### src/design/pwr_pkg.sv
// shared constants and carriers for the supply monitor and power modes block
package pwr_pkg;

  // register indices on the plain register port
  localparam logic [3:0] ADDR_MODE   = 4'h0;
  localparam logic [3:0] ADDR_WAKE   = 4'h1;
  localparam logic [3:0] ADDR_STATUS = 4'h2;
  localparam logic [3:0] ADDR_FILTER = 4'h3;

  // mode control register fields
  localparam int MODE_IDLE_BIT = 0;
  localparam int MODE_PD_BIT   = 1;
  localparam int MODE_GF0_BIT  = 2;

  // wake configuration register fields
  localparam int WAKE_RECEIVE_WAKE_ENABLE_BIT  = 0;
  localparam int WAKE_PRESENCE_IRQ_ENABLE_BIT = 1;
  localparam int WAKE_EX0_BIT   = 2;
  localparam int WAKE_EX1_BIT   = 3;
  localparam int WAKE_EA_BIT    = 4;
  localparam int WAKE_LEVEL_BIT = 5;
  localparam int WAKE_PFLAG_BIT = 6;
  localparam int WAKE_PRESENCE_LEVEL_SELECT_BIT = 7;

  localparam logic [7:0] MODE_RESET   = 8'h00;
  localparam logic [7:0] WAKE_RESET   = 8'h00;
  localparam logic [7:0] FILTER_RESET = 8'h08;

  // timing
  localparam int CLK_MHZ         = 125;
  localparam int OSC_PER_MC      = 12;
  localparam int RESET_MC        = 2;
  localparam int RESET_OSC_CYC   = RESET_MC * OSC_PER_MC;
  localparam int RX_WAKE_US      = 100;
  localparam int RX_WAKE_CYC     = RX_WAKE_US * CLK_MHZ + 1;
  localparam int OSC_START_CYC   = 64;
  localparam int FILTER_DIV      = 16;

  typedef enum logic [2:0] {
    ST_POR      = 3'b000,
    ST_RUN      = 3'b001,
    ST_IDLE     = 3'b010,
    ST_PD       = 3'b011,
    ST_OSC_WAIT = 3'b100,
    ST_PD_EXIT  = 3'b101
  } pwr_state_t;

  typedef struct packed {
    logic core_clk_en;
    logic periph_clk_en;
    logic osc_en;
    logic hold_strobes;
  } clk_ctl_t;

endpackage : pwr_pkg

### src/design/supply_monitor_power_modes.sv
// supply supervision, reset generation and idle / power-down sequencing
//
// What this block does
// hold core reset at power-up until supply passes rise threshold.
// assert internal reset when supply falls below fall threshold.
// ignore supply dips shorter than the glitch duration.
// idle request bit set by write enters idle after that write.
// idle gates core clock, keeps interrupt, timer 0, serial clocked.
// idle holds registers and pins; address and program strobes high.
// enabled interrupt clears idle request bit and ends idle.
// hardware reset ends idle; 24 oscillator periods suffice.
// power-down stops oscillator after invoking write; state kept.
// power-down exit only by reset or enabled external interrupt.
// outside party wakes only after supply restored, holds long enough.
// low wake pin restarts oscillator; exit completes on its release.
// with both wakes enabled, first release completes exit.
// interrupt exit leaves RAM and registers unchanged.
// ports keep their pre-power-down output state.
// second interrupt combines its pin, card presence and receive.
// receive low over 100 us wakes when receive and irq b enabled.
// card wake needs presence, irq b and global enables set.
// handler inverts presence level select, clears presence flag.
// power-down bit cleared on interrupt or reset; beats idle.
// comparators and wake pins pass two flip-flops first.
// filter counter needs configurable consecutive low samples.
module supply_monitor_power_modes #(
  parameter int FCW         = 8,
  parameter int RX_WAKE_CNT = pwr_pkg::RX_WAKE_CYC,
  parameter int OSC_CNT     = pwr_pkg::OSC_START_CYC
) (
  input  wire logic       mclk_i,
  input  wire logic       rst_n_i,
  input  wire logic       ext_rst_i,
  input  wire logic       above_rise_i,
  input  wire logic       below_fall_i,
  input  wire logic       external_irq_a_i,
  input  wire logic       external_irq_b_i,
  input  wire logic       card_presence_input_i,
  input  wire logic       rxd_i,
  input  wire logic       periph_irq_i,
  input  wire logic [3:0] addr_i,
  input  wire logic [7:0] wdata_i,
  input  wire logic       wr_i,
  input  wire logic       rd_i,
  output logic      [7:0] rdata_o,
  output logic            core_rst_o,
  output logic            core_clk_en_o,
  output logic            periph_clk_en_o,
  output logic            osc_en_o,
  output logic            strobes_high_o,
  output logic            hold_ports_o,
  output logic            wake_irq_a_o,
  output logic            wake_irq_b_o
);

  ////////////////////////////////////////////////////////////////////////////
  // synchronisers

  logic [5:0] raw_in;
  logic [5:0] syn;
  logic       rise_ok;
  logic       fall_low;
  logic       irq_a_s;
  logic       irq_b_s;
  logic       card_presence_input_s;
  logic       rxd_s;

  assign raw_in = {above_rise_i, below_fall_i, external_irq_a_i,
                   external_irq_b_i, card_presence_input_i, rxd_i};

  sync2 #(
    .W     (6),
    .RST_V (32'h0000_000F)
  ) u_sync (
    .mclk_i  (mclk_i),
    .rst_n_i (rst_n_i),
    .d_i     (raw_in),
    .q_o     (syn)
  );

  assign {rise_ok, fall_low, irq_a_s, irq_b_s, card_presence_input_s, rxd_s} = syn;

  ////////////////////////////////////////////////////////////////////////////
  // glitch filter on low supply

  logic [FCW-1:0] filt_lim_r;
  logic [3:0]     div_r;
  logic           tick;
  logic           supply_fail;

  assign tick = (div_r == 4'(pwr_pkg::FILTER_DIV - 1));

  always_ff @(posedge mclk_i or negedge rst_n_i) begin
    if (!rst_n_i) begin
      div_r <= 4'h0;
    end else begin
      div_r <= tick ? 4'h0 : div_r + 4'h1;
    end
  end

  glitch_filter #(
    .CW (FCW)
  ) u_filt (
    .mclk_i  (mclk_i),
    .rst_n_i (rst_n_i),
    .tick_i  (tick),
    .low_i   (fall_low),
    .limit_i (filt_lim_r),
    .fail_o  (supply_fail)
  );

  ////////////////////////////////////////////////////////////////////////////
  // supervisor reset

  logic sup_rst_r;
  logic [4:0] ext_cnt_r;
  logic hw_rst;

  // reset leaves only once the rise comparator reports a good supply
  always_ff @(posedge mclk_i or negedge rst_n_i) begin
    if (!rst_n_i) begin
      sup_rst_r <= 1'b1;
    end else if (supply_fail) begin
      sup_rst_r <= 1'b1;
    end else if (sup_rst_r && rise_ok) begin
      sup_rst_r <= 1'b0;
    end
  end

  // external reset is taken once held for two machine cycles
  always_ff @(posedge mclk_i or negedge rst_n_i) begin
    if (!rst_n_i) begin
      ext_cnt_r <= 5'h00;
    end else if (!ext_rst_i) begin
      ext_cnt_r <= 5'h00;
    end else if (ext_cnt_r != 5'(pwr_pkg::RESET_OSC_CYC)) begin
      ext_cnt_r <= ext_cnt_r + 5'h01;
    end
  end

  assign hw_rst = sup_rst_r || (ext_cnt_r == 5'(pwr_pkg::RESET_OSC_CYC));

  ////////////////////////////////////////////////////////////////////////////
  // registers

  logic [7:0] mode_r;
  logic [7:0] wake_r;
  logic       ex0;
  logic       ex1;
  logic       ea;
  logic       lvl;
  logic       wake_a;
  logic       wake_b;
  logic       rx_wake;
  logic       pres_evt;
  logic       any_irq;
  logic       card_presence_input_d_r;
  logic [13:0] rx_cnt_r;

  assign ex0 = wake_r[pwr_pkg::WAKE_EX0_BIT];
  assign ex1 = wake_r[pwr_pkg::WAKE_EX1_BIT];
  assign ea  = wake_r[pwr_pkg::WAKE_EA_BIT];
  assign lvl = wake_r[pwr_pkg::WAKE_LEVEL_BIT];

  // receive held low past the wake time counts as a wake on irq b
  always_ff @(posedge mclk_i or negedge rst_n_i) begin
    if (!rst_n_i) begin
      rx_cnt_r <= 14'h0000;
    end else if (rxd_s || !wake_r[pwr_pkg::WAKE_RECEIVE_WAKE_ENABLE_BIT]) begin
      rx_cnt_r <= 14'h0000;
    end else if (rx_cnt_r != 14'(RX_WAKE_CNT)) begin
      rx_cnt_r <= rx_cnt_r + 14'h0001;
    end
  end

  assign rx_wake = ex1 && (rx_cnt_r == 14'(RX_WAKE_CNT));

  always_ff @(posedge mclk_i or negedge rst_n_i) begin
    if (!rst_n_i) begin
      card_presence_input_d_r <= 1'b1;
    end else begin
      card_presence_input_d_r <= card_presence_input_s;
    end
  end

  // presence edge toward the selected level; software flips the select
  assign pres_evt = (card_presence_input_s == wake_r[pwr_pkg::WAKE_PRESENCE_LEVEL_SELECT_BIT]) &&
                    (card_presence_input_d_r != card_presence_input_s);

  assign wake_a = ex0 && !irq_a_s;
  assign wake_b = ex1 && (!irq_b_s || rx_wake ||
                  (wake_r[pwr_pkg::WAKE_PFLAG_BIT] &&
                   wake_r[pwr_pkg::WAKE_PRESENCE_IRQ_ENABLE_BIT] && ea));
  assign any_irq = (ea && periph_irq_i) || wake_a || wake_b;

  ////////////////////////////////////////////////////////////////////////////
  // state machine

  pwr_pkg::pwr_state_t st_r;
  pwr_pkg::pwr_state_t st_nxt;
  logic [7:0] osc_cnt_r;
  logic       wake_low;

  assign wake_low = wake_a || wake_b;

  always_comb begin
    st_nxt = st_r;
    case (st_r)
      pwr_pkg::ST_POR: begin
        if (!hw_rst) st_nxt = pwr_pkg::ST_RUN;
      end
      pwr_pkg::ST_RUN: begin
        if (wr_i && addr_i == pwr_pkg::ADDR_MODE) begin
          if (wdata_i[pwr_pkg::MODE_PD_BIT]) begin
            st_nxt = pwr_pkg::ST_PD;
          end else if (wdata_i[pwr_pkg::MODE_IDLE_BIT]) begin
            st_nxt = pwr_pkg::ST_IDLE;
          end
        end
      end
      pwr_pkg::ST_IDLE: begin
        if (any_irq) st_nxt = pwr_pkg::ST_RUN;
      end
      pwr_pkg::ST_PD: begin
        if (wake_low) st_nxt = pwr_pkg::ST_OSC_WAIT;
      end
      pwr_pkg::ST_OSC_WAIT: begin
        if (osc_cnt_r == 8'(OSC_CNT)) st_nxt = pwr_pkg::ST_PD_EXIT;
      end
      pwr_pkg::ST_PD_EXIT: begin
        // first released pin completes the exit
        if ((wake_irq_a_o && !wake_a) || (wake_irq_b_o && !wake_b) ||
            !wake_low) begin
          st_nxt = pwr_pkg::ST_RUN;
        end
      end
      default: st_nxt = pwr_pkg::ST_POR;
    endcase
    if (hw_rst) st_nxt = pwr_pkg::ST_POR;
  end

  always_ff @(posedge mclk_i or negedge rst_n_i) begin
    if (!rst_n_i) begin
      st_r <= pwr_pkg::ST_POR;
    end else begin
      st_r <= st_nxt;
    end
  end

  always_ff @(posedge mclk_i or negedge rst_n_i) begin
    if (!rst_n_i) begin
      osc_cnt_r <= 8'h00;
    end else if (st_r != pwr_pkg::ST_OSC_WAIT) begin
      osc_cnt_r <= 8'h00;
    end else begin
      osc_cnt_r <= osc_cnt_r + 8'h01;
    end
  end

  ////////////////////////////////////////////////////////////////////////////
  // register writes; hardware clears win over software sets

  logic mode_clr;

  assign mode_clr = hw_rst || (st_r == pwr_pkg::ST_IDLE && any_irq) ||
                    (st_r == pwr_pkg::ST_PD_EXIT && st_nxt == pwr_pkg::ST_RUN);

  always_ff @(posedge mclk_i or negedge rst_n_i) begin
    if (!rst_n_i) begin
      mode_r <= pwr_pkg::MODE_RESET;
    end else if (hw_rst) begin
      mode_r <= pwr_pkg::MODE_RESET;
    end else begin
      if (wr_i && addr_i == pwr_pkg::ADDR_MODE) begin
        mode_r <= wdata_i & 8'h07;
      end
      if (mode_clr) begin
        mode_r[pwr_pkg::MODE_IDLE_BIT] <= 1'b0;
        mode_r[pwr_pkg::MODE_PD_BIT]   <= 1'b0;
      end
    end
  end

  // presence flag: hardware set beats software clear
  always_ff @(posedge mclk_i or negedge rst_n_i) begin
    if (!rst_n_i) begin
      wake_r <= pwr_pkg::WAKE_RESET;
    end else if (hw_rst) begin
      wake_r <= pwr_pkg::WAKE_RESET;
    end else begin
      if (wr_i && addr_i == pwr_pkg::ADDR_WAKE) begin
        wake_r <= wdata_i;
      end
      if (pres_evt) begin
        wake_r[pwr_pkg::WAKE_PFLAG_BIT] <= 1'b1;
      end
    end
  end

  always_ff @(posedge mclk_i or negedge rst_n_i) begin
    if (!rst_n_i) begin
      filt_lim_r <= FCW'(pwr_pkg::FILTER_RESET);
    end else if (wr_i && addr_i == pwr_pkg::ADDR_FILTER) begin
      filt_lim_r <= FCW'(wdata_i);
    end
  end

  always_ff @(posedge mclk_i or negedge rst_n_i) begin
    if (!rst_n_i) begin
      rdata_o <= 8'h00;
    end else if (rd_i) begin
      case (addr_i)
        pwr_pkg::ADDR_MODE:   rdata_o <= mode_r;
        pwr_pkg::ADDR_WAKE:   rdata_o <= wake_r;
        pwr_pkg::ADDR_STATUS: rdata_o <= {3'h0, sup_rst_r, supply_fail,
                                          3'(st_r)};
        pwr_pkg::ADDR_FILTER: rdata_o <= 8'(filt_lim_r);
        default:              rdata_o <= 8'h00;
      endcase
    end
  end

  ////////////////////////////////////////////////////////////////////////////
  // outputs, all registered

  pwr_pkg::clk_ctl_t ctl;

  always_comb begin
    ctl = '{core_clk_en: 1'b1, periph_clk_en: 1'b1, osc_en: 1'b1,
            hold_strobes: 1'b0};
    case (st_nxt)
      pwr_pkg::ST_IDLE: begin
        ctl.core_clk_en  = 1'b0;
        ctl.hold_strobes = 1'b1;
      end
      pwr_pkg::ST_PD: begin
        ctl = '{core_clk_en: 1'b0, periph_clk_en: 1'b0, osc_en: 1'b0,
                hold_strobes: 1'b1};
      end
      pwr_pkg::ST_OSC_WAIT, pwr_pkg::ST_PD_EXIT: begin
        ctl.core_clk_en  = 1'b0;
        ctl.periph_clk_en = 1'b0;
        ctl.hold_strobes = 1'b1;
      end
      default: ctl.core_clk_en = 1'b1;
    endcase
  end

  always_ff @(posedge mclk_i or negedge rst_n_i) begin
    if (!rst_n_i) begin
      core_rst_o      <= 1'b1;
      core_clk_en_o   <= 1'b0;
      periph_clk_en_o <= 1'b0;
      osc_en_o        <= 1'b1;
      strobes_high_o  <= 1'b0;
      hold_ports_o    <= 1'b0;
    end else begin
      core_rst_o      <= hw_rst;
      core_clk_en_o   <= ctl.core_clk_en;
      periph_clk_en_o <= ctl.periph_clk_en;
      osc_en_o        <= ctl.osc_en;
      strobes_high_o  <= ctl.hold_strobes;
      // no state is touched; ports and core simply freeze
      hold_ports_o    <= ctl.hold_strobes;
    end
  end

  always_ff @(posedge mclk_i or negedge rst_n_i) begin
    if (!rst_n_i) begin
      wake_irq_a_o <= 1'b0;
      wake_irq_b_o <= 1'b0;
    end else begin
      wake_irq_a_o <= wake_a;
      wake_irq_b_o <= wake_b;
    end
  end

endmodule : supply_monitor_power_modes

### src/design/sync2.sv
// two flip-flop synchroniser for a bus of asynchronous levels
module sync2 #(
  parameter int          W     = 1,
  parameter logic [31:0] RST_V = 32'h0000_0000
) (
  input  wire logic         mclk_i,
  input  wire logic         rst_n_i,
  input  wire logic [W-1:0] d_i,
  output logic      [W-1:0] q_o
);

  logic [W-1:0] meta_r;

  always_ff @(posedge mclk_i or negedge rst_n_i) begin
    if (!rst_n_i) begin
      meta_r <= RST_V[W-1:0];
      q_o    <= RST_V[W-1:0];
    end else begin
      meta_r <= d_i;
      q_o    <= meta_r;
    end
  end

endmodule : sync2

### src/design/glitch_filter.sv
// persistence counter that qualifies the low-supply indication
module glitch_filter #(
  parameter int CW = 8
) (
  input  wire logic          mclk_i,
  input  wire logic          rst_n_i,
  input  wire logic          tick_i,
  input  wire logic          low_i,
  input  wire logic [CW-1:0] limit_i,
  output logic               fail_o
);

  logic [CW-1:0] cnt_r;

  // a dip must be seen on limit_i + 1 consecutive ticks before it counts
  always_ff @(posedge mclk_i or negedge rst_n_i) begin
    if (!rst_n_i) begin
      cnt_r  <= '0;
      fail_o <= 1'b0;
    end else if (!low_i) begin
      cnt_r  <= '0;
      fail_o <= 1'b0;
    end else if (tick_i) begin
      if (cnt_r >= limit_i) begin
        fail_o <= 1'b1;
      end else begin
        cnt_r <= cnt_r + 1'b1;
      end
    end
  end

endmodule : glitch_filter

### config.mk
export PLATFORM = sky130hd
export DESIGN_NAME = supply_monitor_power_modes
export DESIGN_NICKNAME = d
export VERILOG_FILES = /design/src/design/pwr_pkg.sv /design/src/design/supply_monitor_power_modes.sv /design/src/design/sync2.sv /design/src/design/glitch_filter.sv
export SDC_FILE = /design/constraint.sdc
export NUM_CORES = 1
export LEC_CHECK = 0
export ABC_CLOCK_PERIOD_IN_PS = 3500
export BUFFER_PORTS_ARGS = -buffer_cell sky130_fd_sc_hd__buf_2
export CAP_MARGIN = 10
export CORE_AREA = 2 2 97 99
export CTS_CLUSTER_DIAMETER = 150
export DETAILED_ROUTE_END_ITERATION = 10
export DIE_AREA = 0 0 99 101
export GPL_TIMING_DRIVEN = 1
export MAX_ROUTING_LAYER = met4
export PLACE_DENSITY = 0.68
export RECOVER_POWER = 25
export SLEW_MARGIN = 20
export SYNTH_ARGS = -nofsm -noshare
export SYNTH_HDL_FRONTEND = slang
export SYNTH_SLANG_ARGS = --single-unit
export TNS_END_PERCENT = 1
### constraint.sdc
create_clock -name mclk_i -period 3.5 [get_ports mclk_i]
set_clock_uncertainty 0.15 [all_clocks]
set_input_delay 0 -clock mclk_i [delete_from_list [all_inputs] [get_ports mclk_i]]
set_output_delay 0 -clock mclk_i [all_outputs]
set_load 0.02 [all_outputs]
==> results.yml, run 1 <==
yosys:
  seq_area_frac_synth_pct: 52.6
  ys_warn_count: 0
  yosys.area.top_type: "dfrtp_1"
  synth_nets: 436
  yosys_register_bits: 91
  ys_async_sr_fraction_pct: 100
  synth_top_area_share_pct: 44.7
  ys_top_cells_by_area: "dfrtp_1 45%, dfstp_2 7.8%, ha_1 4.6%"
  postSynthAreaPerCell_sq_um: 11.0
  synth_edf_count: 0
  syn_area_sq_um: 4360
  synthDistinctLibCells: 60
  ys.flop_type: "dfrtp_1"
  synthCells: 396
worst_hold_path:
  min_path_type: "in -> reg"
die:
  fp.dieH_um: 101
  initial_utilization_pct: 48.6
  rows: 35
  core_sq_um: 8980
  die_w_um: 99
  io-pin-count: 40
  die_area_sq_um: 10000
sta:
  fmaxAchievable_ghz: 0.396
  worst_pin_slew_ns: 1.71
  setup_tns_ns: 0
  setup_viol: 0
  period_minus_slack_ns: 2.52
  hold_violations: 0
  rsz0062_at_grt: "no"
  period_share_pct: 72.1
  max_slew_margin_pct: -14.3
  finalMaxSlewViolations: 69
clock_network:
  cts_buffer_depth: 2
  htreeDepth: 3
  cts_inserted_buffers: 9
  post_cts_resized: 0
  cts_sinks: 91
  cts-hold-fix-buffers: 21
  post_cts_buffers: 0
  root_buffer: "clkbuf_8"
  clk_pin_slew_ns: 0.09
  cts_tree: "done"
  clock_latency_ns: 0.37
layout:
  fin_nets: 499
  drive_gt1_share_pct: 17.5
  final_cells: 575
  fillers: 787
  final_common_cell: "dfrtp_1"
  antenna_cells: 0
  most-common-layout-cells: "78 x dfrtp_1, 42 x nor2_1, 27 x inv_1"
  syn2layout_area_growth_pct: 15.1
route:
  drcViolationCount: 0
  wl_per_cell_um: 14.6
  first_pass_iters: 4
  antenna_left: 0
  vias: 3058
  postRouteWirelength_mm: 8.42
  viasPerCell: 5.32
  drt-initial-drc-count: 123
setup_path:
  start_kind: "primary input"
  startpoint: "addr_i[2]"
  arrival_ns: 2.63
  cp-end-kind: "register"
  worstPathRequired_ns: 3.60
  crit_fanout: 5
  r2r_start: "u_filt.cnt_r[4]$_DFFE_PN0P_"
  crit_end: "st_r[0]$_DFF_PN0_"
  worstSetupPathType: "in -> reg"
  rr_worst_depth: 6
  r2r_end: "u_filt.cnt_r[6]$_DFFE_PN0P_"
  rrSetupSlack_ns: 1.10
grt:
  grt_pass1_wl_mm: 14.3
  antenna_found_initial: 0
  grt_max_degree: 69
  overflow: 0
  grt_usage_pct: 18.3
  grt_pass1_vias: 3044
status:
  outcome: "finished with violations"
  violations: "capacitance limit, slew limit"
power_and_ir_drop:
  leakage_nw: 2.27
  ir_drop_uv: 220
  p_per_area_nw_per_um2: 456
placement:
  gp_congestion: 0.801
  placed_cells: 538
  numPortBuffers: 39
  hpwl_mm: 5.84
flow_run:
  drv_cap: 1
synthesized netlist by cell type, types with 2 or more instances:
cell      instances
a211oi_1          2
nor2_1           42
a31oi_1           3
xnor2_1           8
a21oi_1          17
and3_1           10
or3_1             2
nor4_1            3
a22oi_1           2
nand3_1          23
clkbuf_1          3
buf_2             4
and2_1            6
mux2_2           12
nor2b_1           5
or4_1             6
xor2_1           13
nand2b_1          5
and4bb_1          2
o31ai_1           5
ha_1             16
mux4_2            3
nand2_1          17
nor3_1            2
o21ai_0          12
mux2i_1          15
a21o_1            5
inv_1            27
dfrtp_1          78
nand4_1           5
dfstp_2          13
o22ai_1           2
worst max-delay path, cell delays in order:
cell and delay (ns):
dlygate4sd3_1 0.53, buf_2 0.13, nor2_4 0.09, dlygate4sd3_1 0.67, nand3_2 0.19, o41a_2 0.41, a2111o_1 0.44, nor2b_1 0.15
cells by family after synthesis:
kind of cell	after synthesis	share of synthesized area, %
adder cells (fa/ha/maj)	16	4.59
buffers and inverters	37	3.56
AND/OR/NAND/NOR	140	17.5
multiplexers	30	8.08
XOR/XNOR	21	4.21
flip-flops	91	52.6
AO/OA/AOI/OAI	61	9.46
how the worst min path moves through the flow:
stage,from,end,slack [ns],depth (start not counted)
final,addr_i[1],rdata_o[3]$_DFFE_PN0P_,0.03,3
after global routing,addr_i[1],rdata_o[3]$_DFFE_PN0P_,0.03,3
after CTS,addr_i[1],rdata_o[4]$_DFFE_PN0P_,0.03,3
after detailed placement,external_irq_a_i,u_sync.meta_r[3]$_DFF_PN1_,-0.04,1
after global placement,external_irq_b_i,u_sync.meta_r[2]$_DFF_PN1_,-0.04,1
after floorplan,rst_n_i,core_clk_en_o$_DFF_PN0_,-0.45,0
state kept, by name (all words and copies together), names as in the netlist, 3 cells and up:
register,count
div_r,4
ext_cnt_r,5
filt_lim_r,8
mode_r,3
osc_cnt_r,8
rdata_o,8
rx_cnt_r,14
st_r,3
u_filt.cnt_r,8
u_sync.meta_r,6
u_sync.q_o,6
wake_r,8
metal layers:
metal	vias up	routed length, um	track usage [%]
met4	0	138	7.17
li1	1519	-	-
met2	54	3840	28.3
met1	1472	4150	24.4
met3	13	288	3.12
met5	-	0	-
power breakdown:
| part | leakage (nW) | switching (mW) | internal, mW |
|---|---|---|---|
| logic | 1.03 | 0.219 | 0.176 |
| registers | 1.16 | 0.0890 | 1.16 |
| clock network | 0.0822 | 0.385 | 0.258 |
| total | 2.27 | 0.693 | 1.59 |
per-stage QoR:
step	hold slack (ns)	utilization, %	setup slack [ns]	total power [mW]	instance area (sq um)
2_1_floorplan	-0.446	-	1.36	1.52	4360
3_3_place_gp	-0.0429	51.9	1.15	1.64	4660
3_5_place_dp	-0.0421	51.9	1.10	1.65	4660
4_1_cts	0.0309	56.2	0.983	2.32	5040
5_1_grt	0.0344	56.0	0.907	2.41	5020
6_report	0.0316	56.0	0.975	2.29	5020
area by class of cell:
type                            instances  area [sq um]  share of cell area (%)
Clock inverter                          6          42.5                   0.847
Tap cell                              111           139                    2.76
Clock buffer                           10           128                    2.54
Inverter                               27           101                    2.02
Timing Repair Buffer                   62           404                    8.04
Sequential cell                        91          2290                    45.7
Multi-Input combinational cell        268          1920                    38.1
(Power assumes the default switching activity.)
==> inputs of run 2 (changes only) <==
- ABC_CLOCK_PERIOD_IN_PS: 3500 -> 2400
- clock period: 3.5 -> 2.4 ns (I/O delays scaled with it)
==> run 2 against run 1 <==
  * The flow now finishes without violations
  * First-iteration DRC count is 11% higher
  * Combinational power up 51%
  * Via count shrank 0.23%
  * Die area did not move
  * Non-clock buffer count up 1
  * Critical path depth decreased by 2
  * Register-to-register slack worse by 0.97 ns
  * Utilization increased by 0.93 points
  * Final area rose by 1.7%
  * Global-route usage grew 0.19 points
  * Clock-buffer cell count did not move
==> results.yml, run 2 (synthesized netlist as in run 1, its figures left out) <==
layout:
  most-common-layout-cells: "78 x dfrtp_1, 42 x nor2_1, 38 x buf_2"
  drive_gt1_share_pct: 21.5
  final_util_pct: 56.9
  fin_nets: 500
  final_common_cell: "dfrtp_1"
  antenna_cells: 0
  fillers: 765
  largest_register_ffs: 14
  final_cells: 576
  regMostFlops: "rx_cnt_r"
  syn2layout_area_growth_pct: 17.0
sta:
  worst_pin_slew_ns: 1.16
  rsz0062_at_grt: "yes"
  finalMaxSlewViolations: 0
  hold_violations: 0
  max_slew_margin_pct: 22.9
  setup_viol: 0
  period_share_pct: 94.7
  fmaxAchievable_ghz: 0.440
  period_minus_slack_ns: 2.27
setup_path:
  worst-path-buf-inv: 0
  worstSetupPathType: "reg -> reg"
  crit_fanout: 11
  cp-end-kind: "register"
  crit_slowest_cell: "or4_1"
  start_kind: "register"
  worstPathRequired_ns: 2.53
  arrival_ns: 2.40
  cp_top_family: "compound AO/OA/AOI/OAI gates"
  cpPeakStageDelay_ns: 0.49
  crit_chain: "ha_1, a21o_1, a211oi_2, o21ai_2, or4_1, a21oi_1"
worst_hold_path:
  min_path_type: "in -> reg"
route:
  first_pass_iters: 7
  viasPerCell: 5.30
  drt-initial-drc-count: 137
  antenna_left: 0
  wl_per_cell_um: 14.4
  postRouteWirelength_mm: 8.30
  drcViolationCount: 0
  vias: 3051
clock_network:
  root_buffer: "clkbuf_8"
  post_cts_buffers: 0
  clk_pin_slew_ns: 0.09
  htreeDepth: 3
  cts_tree: "done"
  cts_inserted_buffers: 9
  cts_sinks: 91
  clock_latency_ns: 0.35
  cts_buffer_depth: 2
die:
  core_sq_um: 8980
  die_area_sq_um: 10000
  io-pin-count: 40
  initial_utilization_pct: 48.6
  fp.dieH_um: 101
  rows: 35
  die_w_um: 99
grt:
  grt_pass1_wl_mm: 14.3
  antenna_found_initial: 0
  grt_pass1_vias: 3106
  grt_max_degree: 48
  grt_usage_pct: 18.5
  overflow: 0
placement:
  numPortBuffers: 39
  hpwl_mm: 5.83
  placed_cells: 540
  gp_congestion: 0.860
power_and_ir_drop:
  leakage_nw: 2.36
  p_per_area_nw_per_um2: 692
  ir_drop_uv: 339
flow_run:
  drv_cap: 0
status:
  outcome: "finished, final reports clean"
-- run 2: cell count changes in the layout (fill, tap and decap cells not counted), moves of 2 or more --
cell and change:
buf_2 +13, clkbuf_1 -13, dfstp_1 -3, dfstp_2 +3
bufinv_16 +2, clkinv_4 -2
-- run 2: final timing paths --
check	to	from	slack (ns)	cells after the start
max	u_filt.cnt_r[6]$_DFFE_PN0P_	u_filt.cnt_r[4]$_DFFE_PN0P_	0.13	6
min	st_r[1]$_DFF_PN0_	periph_irq_i	0.04	4
max reg2reg	u_filt.cnt_r[6]$_DFFE_PN0P_	u_filt.cnt_r[4]$_DFFE_PN0P_	0.13	6
min reg2reg	u_sync.q_o[2]$_DFF_PN1_	u_sync.meta_r[2]$_DFF_PN1_	0.20	0
max in group asynchronous	filt_lim_r[3]$_DFFE_PN1P_	rst_n_i	0.97	3
min in group asynchronous	hold_ports_o$_DFF_PN0_	rst_n_i	0.26	2
-- run 2: worst register-to-register path, stage by stage (launching register included) --
cell,delay [ns]
dfrtp_1,0.44
ha_1,0.31
a21o_1,0.19
a211oi_2,0.27
o21ai_2,0.18
or4_1,0.49
a21oi_1,0.17
-- run 2: area by class of cell --
type | instances | area [sq um] | share of cell area, %
Inverter | 27 | 101 | 1.98
Tap cell | 111 | 139 | 2.72
Sequential cell | 91 | 2290 | 44.9
Multi-Input combinational cell | 268 | 1920 | 37.6
Clock inverter | 6 | 88.8 | 1.74
Clock buffer | 10 | 128 | 2.50
Timing Repair Buffer | 63 | 438 | 8.57
-- run 2: what timing repair did --
action	4_1_cts	5_1_grt
endpoints found under the setup margin	0	9
hold buffers	20	0
resized for setup	0	1
hold endpoints to repair	126	0
-- run 2: stage by stage --
stage | instance area [sq um] | hold slack, ns | power (mW) | TNS [ns] | setup WS (ns)
after CTS | 5110 | 0.0309 | 3.57 | 0 | 0.0656
after floorplan | 4360 | -0.446 | 2.22 | 0 | 0.259
after global placement | 4690 | -0.106 | 2.39 | 0 | 0.134
after detailed placement | 4690 | -0.0991 | 2.42 | 0 | 0.0632
after global routing | 5110 | 0.0635 | 3.72 | -0.0208 | -0.0195
final | 5110 | 0.0422 | 3.53 | 0 | 0.126
-- run 2: layer usage --
metal / routed length [um] / global-route usage [%] / vias up
met5: 0 / - / -
met4: 125 / 8.11 / 0
met3: 272 / 2.77 / 11
met2: 3820 / 28.6 / 59
met1: 4080 / 24.4 / 1462
li1: - / - / 1519
-- run 2: where the power goes --
group	internal, mW	switching [mW]
Clock	0.589	0.530
Combinational	0.269	0.329
Sequential	1.69	0.122
